===== src/aklfb_map.svh =====
`ifndef AKLFB_MAP_SVH
`define AKLFB_MAP_SVH
// register byte offsets
`define AKLFB_MISC_OFS 4'h0
`define AKLFB_STATUS_OFS 4'h4
// control field positions
`define AKLFB_ARP_SEL_BIT 0
`define AKLFB_PEXT_EN_BIT 1
`define AKLFB_MISC_RST 2'h0
// hop limit classes
`define AKLFB_HOP_ZERO 2'h0
`define AKLFB_HOP_ONE 2'h1
`define AKLFB_HOP_MID 2'h2
`define AKLFB_HOP_MAX 2'h3
// destination mac types
`define AKLFB_DMT_UC 2'h0
`define AKLFB_DMT_BC 2'h1
`define AKLFB_DMT_MC 2'h3
`endif


===== src/aklfb_pkg.sv =====
package aklfb_pkg;
  typedef enum logic [1:0] {
    AKLFB_L3_ARP = 2'h0,
    AKLFB_L3_L2 = 2'h1,
    AKLFB_L3_IPV4 = 2'h2,
    AKLFB_L3_IPV6 = 2'h3
  } aklfb_l3_type;
  typedef enum logic [2:0] {
    AKLFB_L4_UDP = 3'h0,
    AKLFB_L4_TCP = 3'h1,
    AKLFB_L4_ICMP = 3'h2,
    AKLFB_L4_IGMP = 3'h3,
    AKLFB_L4_MLD = 3'h4,
    AKLFB_L4_SCTP = 3'h5,
    AKLFB_L4_UNK = 3'h6
  } aklfb_l4_type;
  typedef enum logic [1:0] {
    AKLFB_PH_VLAN = 2'h0,
    AKLFB_PH_INGRESS = 2'h1,
    AKLFB_PH_EGRESS = 2'h2
  } aklfb_phase_type;
  typedef enum logic [2:0] {
    AKLFB_BUS_IDLE = 3'b001,
    AKLFB_BUS_ACK = 3'b010,
    AKLFB_BUS_DONE = 3'b100
  } aklfb_bus_type;
endpackage


===== src/aklfb_key_builder.sv =====
// Functional notes
// - ingress port mask in slots 10-13, top flags
// - egress phase uses egress mask, same layout
// - dest mac, target hw addr when selected
// - source mac, sender hw addr when selected
// - outer tag, port defaults when untagged
// - inner tag, port defaults when untagged
// - source ip low words, arp sender address
// - dest ip low words, arp target address
// - tos and protocol, arp opcode, else bytes
// - l4 source port by l4 type
// - l4 dest port, arp sender hw part
// - header flags hop class, frag, ipv6 ext
// - tcp information field layout
// - selector valid with ipv4 and l2 errors
// - port extension replaces selectors three to five, except at egress
// - ipv6 dest pieces, arp target high word
// - packet info port, mac type, hit flags
// - llc sap, gre, mpls, gtp substitutes
// - forwarding vid with routing flags ingress
// - tunnel termination app type and index
// - metadata with loopback count
// - misc bit 0 selects arp addresses
`timescale 1ns/1ps
`include "aklfb_map.svh"
module aklfb_key_builder
  import aklfb_pkg::*;
(
  input wire logic clk_i,
  input wire logic rst_i,
  input wire logic [3:0] wb_adr_i,
  input wire logic [31:0] wb_dat_i,
  input wire logic [3:0] wb_sel_i,
  input wire logic wb_we_i,
  input wire logic wb_cyc_i,
  input wire logic wb_stb_i,
  output logic [31:0] wb_dat_o,
  output logic wb_ack_o,
  output logic wb_err_o,
  input wire logic pkt_valid_i,
  input wire aklfb_phase_type phase_i,
  input wire aklfb_l3_type l3_type_i,
  input wire aklfb_l4_type l4_type_i,
  input wire logic is_non_ip_eth_i,
  input wire logic [56:0] port_mask_i,
  input wire logic loopback_i,
  input wire logic [5:0] vrf_id_i,
  input wire logic [47:0] frame_da_i,
  input wire logic [47:0] frame_sa_i,
  input wire logic [47:0] arp_tha_i,
  input wire logic [47:0] arp_sha_i,
  input wire logic [31:0] arp_spa_i,
  input wire logic [31:0] arp_tpa_i,
  input wire logic [15:0] arp_opcode_i,
  input wire logic outer_tag_present_i,
  input wire logic [15:0] outer_tag_i,
  input wire logic inner_tag_present_i,
  input wire logic [15:0] inner_tag_i,
  input wire logic [2:0] port_pri_i,
  input wire logic [11:0] port_ovid_i,
  input wire logic [11:0] port_ivid_i,
  input wire logic [127:0] sip_i,
  input wire logic [127:0] dip_i,
  input wire logic [7:0] tos_i,
  input wire logic [7:0] proto_i,
  input wire logic [15:0] after_type_i,
  input wire logic [31:0] l4_hdr_i,
  input wire logic [7:0] hop_limit_i,
  input wire logic ip_frag_i,
  input wire logic [2:0] ip_flags_i,
  input wire logic [9:0] ext_hdr_flags_i,
  input wire logic extra_tagged_i,
  input wire logic [19:0] flow_label_i,
  input wire logic tcp_seq_nz_i,
  input wire logic [7:0] tcp_flags_i,
  input wire logic ipv4_hdr_err_i,
  input wire logic l2_err_i,
  input wire logic [13:0] sel_valid_i,
  input wire logic [15:0] user_sel_i [14],
  input wire logic [15:0] pext_sel_i [3],
  input wire logic [5:0] src_port_i,
  input wire logic [1:0] dmac_type_i,
  input wire logic [7:0] hit_flags_i,
  input wire logic [15:0] llc_sap_i,
  input wire logic is_gre_i,
  input wire logic is_mpls_i,
  input wire logic is_gtp_i,
  input wire logic [15:0] encap_word_i,
  input wire logic [11:0] fwd_vid_i,
  input wire logic too_deep_i,
  input wire logic uc_route_i,
  input wire logic mc_route_i,
  input wire logic [2:0] tun_app_i,
  input wire logic tun_term_i,
  input wire logic [9:0] tun_index_i,
  input wire logic [3:0] loop_count_i,
  input wire logic [11:0] metadata_i,
  output logic key_valid_o,
  output logic [15:0] ingress_port_mask_slice0_o [4],
  output logic [15:0] dest_mac_o [3],
  output logic [15:0] src_mac_o [3],
  output logic [15:0] outer_tag_field_o,
  output logic [15:0] inner_tag_field_o,
  output logic [15:0] src_ip_o [2],
  output logic [15:0] dst_ip_o [2],
  output logic [15:0] tos_protocol_field_o,
  output logic [15:0] l4_source_port_field_o,
  output logic [15:0] l4_dest_port_field_o,
  output logic [15:0] header_flags_field_o,
  output logic [15:0] tcp_information_field_o,
  output logic [15:0] selector_valid_o,
  output logic [15:0] user_selector_o [14],
  output logic [15:0] ipv6_dst_piece_o [6],
  output logic [15:0] packet_information_field_o,
  output logic [15:0] llc_sap_field_o,
  output logic [15:0] forwarding_vid_field_o,
  output logic [15:0] tunnel_termination_field_o,
  output logic [15:0] phase_metadata_field_o
);

  typedef struct packed {
    aklfb_bus_type bus;
    logic [1:0] misc;
    logic ack;
    logic err;
    logic [31:0] rdat;
    logic [31:0] key_count;
    logic kv;
    logic [3:0][15:0] pm;
    logic [2:0][15:0] dm;
    logic [2:0][15:0] sm;
    logic [15:0] ot;
    logic [15:0] it;
    logic [1:0][15:0] sip;
    logic [1:0][15:0] dip;
    logic [15:0] tp;
    logic [15:0] l4s;
    logic [15:0] l4d;
    logic [15:0] hf;
    logic [15:0] ti;
    logic [15:0] sv;
    logic [13:0][15:0] us;
    logic [5:0][15:0] d6;
    logic [15:0] pi;
    logic [15:0] llc;
    logic [15:0] fv;
    logic [15:0] tt;
    logic [15:0] md;
  } aklfb_state_type;

  aklfb_state_type st_r;
  aklfb_state_type st_nxt;
  logic is_arp;
  logic is_ip;
  logic use_arp_hw;
  logic [47:0] da_sel;
  logic [47:0] sa_sel;
  logic [1:0] hop_cls;

  always_comb
  begin
    is_arp = (l3_type_i == AKLFB_L3_ARP);
    is_ip = (l3_type_i == AKLFB_L3_IPV4) || (l3_type_i == AKLFB_L3_IPV6);
    use_arp_hw = is_arp && st_r.misc[`AKLFB_ARP_SEL_BIT];
    da_sel = use_arp_hw ? arp_tha_i : frame_da_i;
    sa_sel = use_arp_hw ? arp_sha_i : frame_sa_i;
    if (hop_limit_i == 8'h00)
      hop_cls = `AKLFB_HOP_ZERO;
    else if (hop_limit_i == 8'h01)
      hop_cls = `AKLFB_HOP_ONE;
    else if (hop_limit_i == 8'hff)
      hop_cls = `AKLFB_HOP_MAX;
    else
      hop_cls = `AKLFB_HOP_MID;
  end

  always_comb
  begin
    st_nxt = st_r;
    // bus slave: single-cycle ack, dropped the cycle after
    st_nxt.ack = 1'b0;
    st_nxt.err = 1'b0;
    unique case (st_r.bus)
      AKLFB_BUS_IDLE:
      begin
        if (wb_cyc_i && wb_stb_i)
        begin
          st_nxt.bus = AKLFB_BUS_ACK;
          st_nxt.rdat = 32'h0000_0000;
          if (wb_adr_i == `AKLFB_MISC_OFS)
          begin
            st_nxt.ack = 1'b1;
            st_nxt.rdat = {30'h0000_0000, st_r.misc};
            if (wb_we_i && wb_sel_i[0])
              st_nxt.misc = wb_dat_i[1:0];
          end
          else if (wb_adr_i == `AKLFB_STATUS_OFS)
          begin
            st_nxt.ack = 1'b1;
            st_nxt.rdat = st_r.key_count;
          end
          else
            st_nxt.err = 1'b1;
        end
      end
      AKLFB_BUS_ACK:
        st_nxt.bus = AKLFB_BUS_DONE;
      AKLFB_BUS_DONE:
        if (!(wb_cyc_i && wb_stb_i))
          st_nxt.bus = AKLFB_BUS_IDLE;
      default:
        st_nxt.bus = AKLFB_BUS_IDLE;
    endcase

    st_nxt.kv = pkt_valid_i;
    if (pkt_valid_i)
      st_nxt.key_count = st_r.key_count + 32'h0000_0001;

    // port mask, ingress or egress by phase; same layout both ways
    st_nxt.pm[0] = port_mask_i[15:0];
    st_nxt.pm[1] = port_mask_i[31:16];
    st_nxt.pm[2] = port_mask_i[47:32];
    st_nxt.pm[3] = {loopback_i, vrf_id_i, port_mask_i[56:48]};

    for (int i = 0; i < 3; i++)
    begin
      st_nxt.dm[i] = da_sel[16*i +: 16];
      st_nxt.sm[i] = sa_sel[16*i +: 16];
    end

    st_nxt.ot = outer_tag_present_i ? outer_tag_i : {port_pri_i, 1'b0, port_ovid_i};
    st_nxt.it = inner_tag_present_i ? inner_tag_i : {port_pri_i, 1'b0, port_ivid_i};

    // anything that does not fit the frame type reads as zero
    st_nxt.sip = '0;
    st_nxt.dip = '0;
    st_nxt.tp = 16'h0000;
    st_nxt.l4s = 16'h0000;
    st_nxt.l4d = 16'h0000;
    st_nxt.hf = 16'h0000;
    st_nxt.ti = 16'h0000;
    st_nxt.d6 = '0;
    st_nxt.llc = llc_sap_i;
    if (is_ip)
    begin
      st_nxt.sip = {sip_i[31:16], sip_i[15:0]};
      st_nxt.dip = {dip_i[31:16], dip_i[15:0]};
      st_nxt.tp = {tos_i, proto_i};
      st_nxt.l4d = l4_hdr_i[15:0];
      unique case (l4_type_i)
        AKLFB_L4_ICMP, AKLFB_L4_IGMP, AKLFB_L4_MLD:
          st_nxt.l4s = {l4_hdr_i[31:24], l4_hdr_i[23:16]};
        default:
          st_nxt.l4s = l4_hdr_i[31:16];
      endcase
      st_nxt.hf = {ext_hdr_flags_i, ip_flags_i, ip_frag_i, hop_cls};
      st_nxt.ti = {2'h0, extra_tagged_i, flow_label_i[19:16], tcp_seq_nz_i,
                   tcp_flags_i[7:6], tcp_flags_i[5:0]};
      if (l3_type_i == AKLFB_L3_IPV6)
        for (int i = 0; i < 6; i++)
          st_nxt.d6[i] = dip_i[32 + 16*i +: 16];
    end
    else if (is_arp)
    begin
      st_nxt.sip = {arp_spa_i[31:16], arp_spa_i[15:0]};
      st_nxt.dip = {arp_tpa_i[31:16], arp_tpa_i[15:0]};
      st_nxt.tp = arp_opcode_i;
      st_nxt.l4s = arp_sha_i[15:0];
      st_nxt.l4d = arp_sha_i[31:16];
      st_nxt.hf = arp_tha_i[15:0];
      st_nxt.ti = arp_sha_i[47:32];
      st_nxt.d6[0] = arp_tha_i[47:32];
    end
    else if (is_non_ip_eth_i)
      st_nxt.tp = after_type_i;

    if (is_gre_i || is_mpls_i || is_gtp_i)
      st_nxt.llc = encap_word_i;

    st_nxt.sv = {ipv4_hdr_err_i, l2_err_i, sel_valid_i};

    for (int i = 0; i < 14; i++)
      st_nxt.us[i] = (phase_i == AKLFB_PH_EGRESS) ? 16'h0000 : user_sel_i[i];
    if (st_r.misc[`AKLFB_PEXT_EN_BIT] && phase_i != AKLFB_PH_EGRESS)
      for (int i = 0; i < 3; i++)
        st_nxt.us[3 + i] = pext_sel_i[i];
    // ipv6 source claims the shared slots; only meaning left at egress
    if (l3_type_i == AKLFB_L3_IPV6)
      for (int i = 0; i < 6; i++)
        st_nxt.us[6 + i] = sip_i[32 + 16*i +: 16];
    else if (phase_i == AKLFB_PH_EGRESS)
      for (int i = 0; i < 6; i++)
        st_nxt.us[6 + i] = 16'h0000;

    st_nxt.pi = {src_port_i, dmac_type_i, hit_flags_i};
    st_nxt.fv = {1'b0, (phase_i == AKLFB_PH_INGRESS) ? uc_route_i : 1'b0,
                 (phase_i == AKLFB_PH_INGRESS) ? mc_route_i : 1'b0,
                 too_deep_i, fwd_vid_i};
    st_nxt.tt = {2'h0, tun_app_i, tun_term_i, tun_index_i};
    st_nxt.md = {loop_count_i, metadata_i};

    if (rst_i)
    begin
      st_nxt = '0;
      st_nxt.bus = AKLFB_BUS_IDLE;
      st_nxt.misc = `AKLFB_MISC_RST;
    end
  end

  always_ff @(posedge clk_i)
  begin
    st_r <= st_nxt;
  end

  always_comb
  begin
    wb_ack_o = st_r.ack;
    wb_err_o = st_r.err;
    wb_dat_o = st_r.rdat;
    key_valid_o = st_r.kv;
    outer_tag_field_o = st_r.ot;
    inner_tag_field_o = st_r.it;
    tos_protocol_field_o = st_r.tp;
    l4_source_port_field_o = st_r.l4s;
    l4_dest_port_field_o = st_r.l4d;
    header_flags_field_o = st_r.hf;
    tcp_information_field_o = st_r.ti;
    selector_valid_o = st_r.sv;
    packet_information_field_o = st_r.pi;
    llc_sap_field_o = st_r.llc;
    forwarding_vid_field_o = st_r.fv;
    tunnel_termination_field_o = st_r.tt;
    phase_metadata_field_o = st_r.md;
    for (int i = 0; i < 4; i++)
      ingress_port_mask_slice0_o[i] = st_r.pm[i];
    for (int i = 0; i < 3; i++)
    begin
      dest_mac_o[i] = st_r.dm[i];
      src_mac_o[i] = st_r.sm[i];
    end
    for (int i = 0; i < 2; i++)
    begin
      src_ip_o[i] = st_r.sip[i];
      dst_ip_o[i] = st_r.dip[i];
    end
    for (int i = 0; i < 14; i++)
      user_selector_o[i] = st_r.us[i];
    for (int i = 0; i < 6; i++)
      ipv6_dst_piece_o[i] = st_r.d6[i];
  end

endmodule // aklfb_key_builder


===== config.mk =====
export PLATFORM = sky130hd
export DESIGN_NAME = aklfb_key_builder
export DESIGN_NICKNAME = d
export VERILOG_FILES = /design/src/aklfb_pkg.sv /design/src/aklfb_key_builder.sv
export VERILOG_INCLUDE_DIRS = /design/src /design/src/src
export SDC_FILE = /design/constraint.sdc
export NUM_CORES = 1
export LEC_CHECK = 0
export BUFFER_PORTS_ARGS = -buffer_cell sky130_fd_sc_hd__buf_2
export CAP_MARGIN = 20
export CORE_AREA = 2 2 782 784
export DETAILED_ROUTE_END_ITERATION = 10
export DIE_AREA = 0 0 784 786
export PLACE_DENSITY_LB_ADDON = 0.2
export SLEW_MARGIN = 20
export SYNTH_ARGS = -nofsm -noshare
export SYNTH_HDL_FRONTEND = slang
export SYNTH_SLANG_ARGS = --single-unit
export TNS_END_PERCENT = 1

===== constraint.sdc =====
create_clock -name clk_i -period 3.7 [get_ports clk_i]
set_input_delay 0.37 -clock clk_i [delete_from_list [all_inputs] [get_ports clk_i]]
set_output_delay 0.37 -clock clk_i [all_outputs]
set_load 0.05 [all_outputs]

==> metrics.txt, run 1 <==
maximum VDD drop=0.381 mV; Clock Sink Count=821; DRT iter0 DRCs=1769; Worst setup SP type=input pin; Worst Skew=0.0571 ns; dpl hpwl=297000 um; Yosys Warn Count=0; routed wl met3=around 35000 um; first-pass GRT wire length=between 400000 and 500000 um; Async SR Flop Fraction=0%; share of cells above drive strength 1=39.9%; Clk Latency, worst-skew pair=a little under 0.9 ns; clock slew at reported path FFs=0.06 ns; class of the tightest hold or removal check=in -> reg; Placer Congestion=0.974; Multi-input gate area=8540 sq um; Final Cycle Share=83.8%; register area share after synthesis=a little over half; # Max-Cap Violations=0; count of flip-flops with a built-in enable after synthesis=0; input/output buffers=1938; hold path start=arp_opcode_i[14]; CP arrival=just under 4 ns; M1 WL=144000 um; total gr overflow=0; actual slew at the worst max-slew pin=0.923 ns; die area=616000 sq um; Final min period=3.10 ns; vias=32500; synthesized area per cell=10.0 sq um; top cell type's share of synthesized area=52.5%; die width=784 um; Top Metal Used=met5; maximum clock insertion buffer count=4; Final ANT Viol Nets=0; Starting Density=5.14%; maximum operating frequency=323 MHz; Top FF cell, synth=dfxtp_1; core area=609000 sq um; CTS tree=built; post-synth top area cell=dfxtp_1; #FFs+latches synth=821; vias per cell=around 2.3; R2R Path End=dest_mac_o[34]; initial antenna violation count=316; main area contributors after synthesis=dfxtp_1, buf_4, a22o_1; post-synthesis cell area=approximately 31000 sq um; FF/Latch Area=16400 sq um; Hold Vio Cnt, Final=0; non-filler cells, final=approximately 14000; Initial DRT Pass Iterations=5; Reg2Reg Depth=6; Cell Rows=287; number of global-route vias before repair=about 32000; Die Ht=786 um; Post-Synthesis Cells=3122; Tot GR Track Use=10.5%; Clk Tree Root Cell=clkbuf_16; Area Growth Syn to Fin=98.4%; Total Wirelength=341000 um; # DRC=0; worst-path fanout max=90; Cells after DPL=12300; setup violators final=0; Slew Limit Headroom=between 30 and 40%; RSZ-0062 raised after global routing=no; met2 wire len=153000 um; PwrDens=441 nW/um^2; leak pwr=26.4 nW; Worst EP required=4.51 ns; Num CTS Buffers=125; CP Capture Type=flop; fill count=70900; Routed WL per cell=about 25 um; Resized cells post-CTS=0; r2r setup slk=around 1.0 ns; io pins=approximately 2000; post-synthesis cell type count=39; setup TNS=0 ns; Hold EP=tos_protocol_field_o[14]; outcome=complete, no violations; hold depth=4; H-Tree Depth=3; Critical R2R Launch=st_r[819]; largest net degree at the start of global routing=107; Final nets=roughly 6700; kind of critical path=in -> reg; Post-CTS Setup Bufs=0; Slew Limit Fails=0
## worst max path at each step
stage,start,endpoint,slack [ns],depth (start not counted)
3_3_place_gp,l3_type_i[1],src_mac_o[11],0.75,7
6_report,phase_i[1],user_selector_o[118],0.60,8
2_1_floorplan,st_r[756],st_r[782],1.79,5
4_1_cts,phase_i[1],user_selector_o[122],0.63,8
3_5_place_dp,l3_type_i[1],src_mac_o[11],0.78,7
5_1_grt,phase_i[1],user_selector_o[108],0.59,8
## per-stage QoR
step	hold WS [ns]	instance area [sq um]	utilization [%]	worst slack (ns)	power (mW)
4_1_cts	0.00132	61700	10.1	0.629	28.2
2_1_floorplan	0.410	31300	-	1.79	12.4
6_report	0.0630	62100	10.2	0.599	27.4
3_5_place_dp	0.440	45400	7.46	0.780	14.0
5_1_grt	0.0297	61800	10.1	0.588	28.6
3_3_place_gp	0.435	45400	7.46	0.752	14.0
## registers in the layout (all words and copies together), names as in the netlist, 14 cells and up
signal and flops:
dest_mac_o 48, tunnel_termination_field_o 14, l4_source_port_field_o 16, dst_ip_o 32
inner_tag_field_o 16, user_selector_o 224, l4_dest_port_field_o 16, phase_metadata_field_o 16
header_flags_field_o 16, selector_valid_o 16, packet_information_field_o 16, ingress_port_mask_slice0_o 64
src_mac_o 48, tos_protocol_field_o 16, forwarding_vid_field_o 15, outer_tag_field_o 16
src_ip_o 32, wb_dat_o 32, llc_sap_field_o 16, tcp_information_field_o 16
st_r 37, ipv6_dst_piece_o 96
## cell usage in the layout (no fill, tap or decap), types with 7 or more instances in the layout
cell type and count:
clkinvlp_4 7, and2_1 166, nand2_1 237, buf_4 47, nor2b_1 159, a21oi_1 132
mux2i_1 83, nor3_1 24, or3_1 9, bufinv_16 8, nand3_1 15, a22oi_1 36
diode_2 161, clkbuf_8 24, nand4_1 12, dlygate4sd3_1 1210, nor2_1 137, o31ai_1 11
clkinv_2 24, buf_12 12, clkbuf_1 23, buf_2 1937, a221oi_4 8, or4_1 13
a22o_1 231, xor2_1 7, dfxtp_1 820, clkbuf_16 125, inv_6 7
## worst max-delay path, stage by stage
cell and delay (ns):
dlygate4sd3_1 0.78, buf_2 0.22, nor2b_1 0.35, or2_4 0.62, nor2_4 0.09, buf_12 0.23, a22o_1 0.37, dlygate4sd3_1 0.56
## power breakdown
group	switching, mW	total (mW)	internal (mW)
clock network	5.24	12.5	7.24
registers	0.156	9.45	9.29
logic	3.51	5.45	1.94
## Yosys cell counts (all sizes together) (25+ instances only)
| library cell | count |
|---|---|
| a21oi | 133 |
| a22oi | 36 |
| mux2i | 83 |
| nor2b | 161 |
| nor2 | 139 |
| dfxtp | 821 |
| nand2 | 238 |
| buf | 817 |
| a22o | 231 |
| nor3 | 25 |
| clkbuf | 142 |
| and2 | 168 |
## routing by layer
layer  GRT usage, %  up-vias
met1           13.3    15600
met3           4.39      577
met2           16.8     1755
met4           1.83      104
li1               -    14500
met5              0        -
## final cells by class
class / count / share of cell area, %
diodes: 161 / 0.649
repair buffers: 3207 / 36.1
inverters: 4 / 0.0242
flip-flops and latches: 821 / 26.5
clock inverters: 53 / 0.983
clock buffers: 172 / 5.71
multi-input cells: 1340 / 13.8
well taps: 8092 / 16.3
## timing repair
action,4_1_cts,5_1_grt
setup endpoints to repair,0,0
endpoints found under the hold margin,763,0
hold buffers,1210,0
## logic make-up (layout without fill, tap and decap cells)
logic type | after synthesis | after routing | synth area share, %
muxes | 87 | 87 | 2.80
and+or+nand+nor | 804 | 804 | 13.1
buffers and inverters | 963 | 3436 | 21.0
xor gates and xnor gates | 11 | 11 | 0.308
other | 1 | 164 | 0.0120
AOI/OAI and AO/OA | 434 | 434 | 10.3
adders and majority gates | 1 | 1 | 0.0400
DFF | 821 | 821 | 52.5
Note: power is estimated with default switching activity, not from simulation.
==> inputs of run 2 (changes only) <==
--- a/config.mk
+++ b/config.mk
@@ -8,9 +8,9 @@
 export LEC_CHECK = 0
 export BUFFER_PORTS_ARGS = -buffer_cell sky130_fd_sc_hd__buf_2
 export CAP_MARGIN = 20
-export CORE_AREA = 2 2 782 784
+export CORE_AREA = 2 2 777 779
 export DETAILED_ROUTE_END_ITERATION = 10
-export DIE_AREA = 0 0 784 786
+export DIE_AREA = 0 0 779 781
 export PLACE_DENSITY_LB_ADDON = 0.2
 export SLEW_MARGIN = 20
 export SYNTH_ARGS = -nofsm -noshare
==> constraint.sdc (replaced) <==
create_clock -name clk_i -period 2.6 [get_ports clk_i]
set_input_delay 0.26 -clock clk_i [delete_from_list [all_inputs] [get_ports clk_i]]
set_output_delay 0.26 -clock clk_i [all_outputs]
set_load 0.05 [all_outputs]
==> run 2 against run 1 <==
Critical path depth decreased by 3. The run now ends with antenna rules left. Critical path type is now reg -> reg. Largest power group unchanged. Hold slack improved by 0.045 ns. Clock power increased by 49%. Flip-flop and latch count unchanged.
==> metrics.txt, run 2 (same netlist as run 1, synthesis figures left out) <==
outcome=finished, violations left; failing checks=antenna rules; Final Cycle Share=between 90% and 100%; Slew Limit Fails=0; Reg2Reg Depth=5; Slew Limit Headroom=34.5%; Critical R2R Launch=st_r[820]; kind of critical path=reg -> reg; number of global-route vias before repair=34400; Placer Congestion=1.07; Clk Tree Root Cell=clkbuf_16; Routed WL per cell=24.6 um; total gr overflow=0; Hold Vio Cnt, Final=0; setup violators final=0; Area Growth Syn to Fin=112%; Worst setup SP type=flop; die area=608000 sq um; max FFs per register=224; class of the tightest hold or removal check=in -> reg; Die Ht=781 um; setup TNS=0 ns; vias=34700; leak pwr=28.5 nW; input/output buffers=between 1500 and 2000; Final nets=7117; Worst Hold Slack=0.108 ns; maximum clock insertion buffer count=4; Final ANT Viol Nets=1; maximum operating frequency=approximately 400 MHz; Tot GR Track Use=about 11%; Num CTS Buffers=123; dpl hpwl=a little over 300000 um; # Max-Cap Violations=0; Cell Rows=285; Post-CTS Setup Bufs=0; first-pass GRT wire length=roughly 420000 um; cts hold-fix bufs=1560; Clock Sink Count=821; maximum VDD drop=0.580 mV; CP arrival=approximately 3.3 ns; die width=779 um; RSZ-0062 raised after global routing=no; clock slew at reported path FFs=0.06 ns; # DRC=0; actual slew at the worst max-slew pin=0.983 ns; core area=roughly 600000 sq um; Final min period=between 2 and 2.5 ns; R2R Path End=user_selector_o[129]; Worst EP required=roughly 3.4 ns; Hold EP=packet_information_field_o[12]; hold depth=3; CTS tree=built; Clk Latency, worst-skew pair=0.93 ns; Starting Density=5.21%; Initial DRT Pass Iterations=5; Pwr Total=about 40 mW; commonest non-fill, non-tap cell in the layout=buf_2; initial antenna violation count=a little under 400; share of cells above drive strength 1=a little under two fifths; Total Wirelength=351000 um; Core Util, Final=11.1%; H-Tree Depth=3; hold path start=rst_i; CP Capture Type=flop; io pins=1994; largest net degree at the start of global routing=85; Cells after DPL=about 12000; fill count=approximately 70000; DRT iter0 DRCs=1696; vias per cell=2.43; Worst Skew=0.0579 ns; r2r setup slk=between 0.15 and 0.2 ns; non-filler cells, final=14300; worst-path fanout max=19; Resized cells post-CTS=0; commonest non-fill, non-tap cells in the layout=buf_2, dlygate4sd3_1, dfxtp_1, nand2_1, a22o_1; PwrDens=607 nW/um^2
==> run 2: cell types whose count changed in the layout (fill, tap and decap cells not counted), sizes merged <==
cell and change:
dlygate4sd3 +350, diode +76, buf +62, clkbuf -17, bufinv +11, clkinv +5, inv -1
==> run 2: report_power, final <==
part	internal, mW	switching, mW	total, mW
clock	11.1	7.49	18.6
sequential	13.2	0.217	13.4
combinational	3.15	5.10	8.25
total	27.5	12.8	40.3
==> run 2: worst max-delay path, cell delays in order (launching register included) <==
cell	delay (ns)
dfxtp_4	0.63
buf_4	0.30
mux2i_1	0.19
dlygate4sd3_1	0.56
nor2_1	0.04
dlygate4sd3_1	0.58
==> run 2: worst max path at each step <==
stage            startpoint              endpoint  cells after the start
6_report          st_r[820]  user_selector_o[129]                      5
5_1_grt           st_r[820]  user_selector_o[129]                      5
4_1_cts           st_r[820]  user_selector_o[129]                      5
3_5_place_dp   l3_type_i[0]          src_mac_o[5]                      8
3_3_place_gp   l3_type_i[0]          src_mac_o[1]                      8
2_1_floorplan     st_r[756]             st_r[782]                      5
==> run 2: stage by stage <==
step	instance area, sq um	worst slack, ns
6_report	66500	0.170
2_1_floorplan	31300	0.693
5_1_grt	66000	0.0353
3_5_place_dp	45900	0.107
4_1_cts	65900	0.117
3_3_place_gp	45900	0.0565
==> run 2: final cells by class <==
class | instances | area [sq um] | area share (%)
clock inverter | 68 | 948 | 1.43
tap | 8036 | 10100 | 15.1
timing repair buffer | 3619 | 26600 | 40.0
clock buffer | 155 | 3410 | 5.13
sequential | 821 | 16400 | 24.7
inverter | 4 | 15.0 | 0.0226
antenna | 237 | 593 | 0.892
multi-input combinational | 1340 | 8410 | 12.6
==> run 2: per-layer routing <==
| layer | global-route usage [%] | part of all wire (%) | wire, um | vias up |
|---|---|---|---|---|
| met4 | 2.08 | 2.6 | 9230 | 132 |
| met1 | 13.9 | 43 | 149000 | 16300 |
| li1 | - | - | - | 15400 |
| met5 | 0 | 0.44 | 1530 | - |
| met2 | 17.4 | 43 | 152000 | 2225 |
| met3 | 4.79 | 11 | 38900 | 683 |
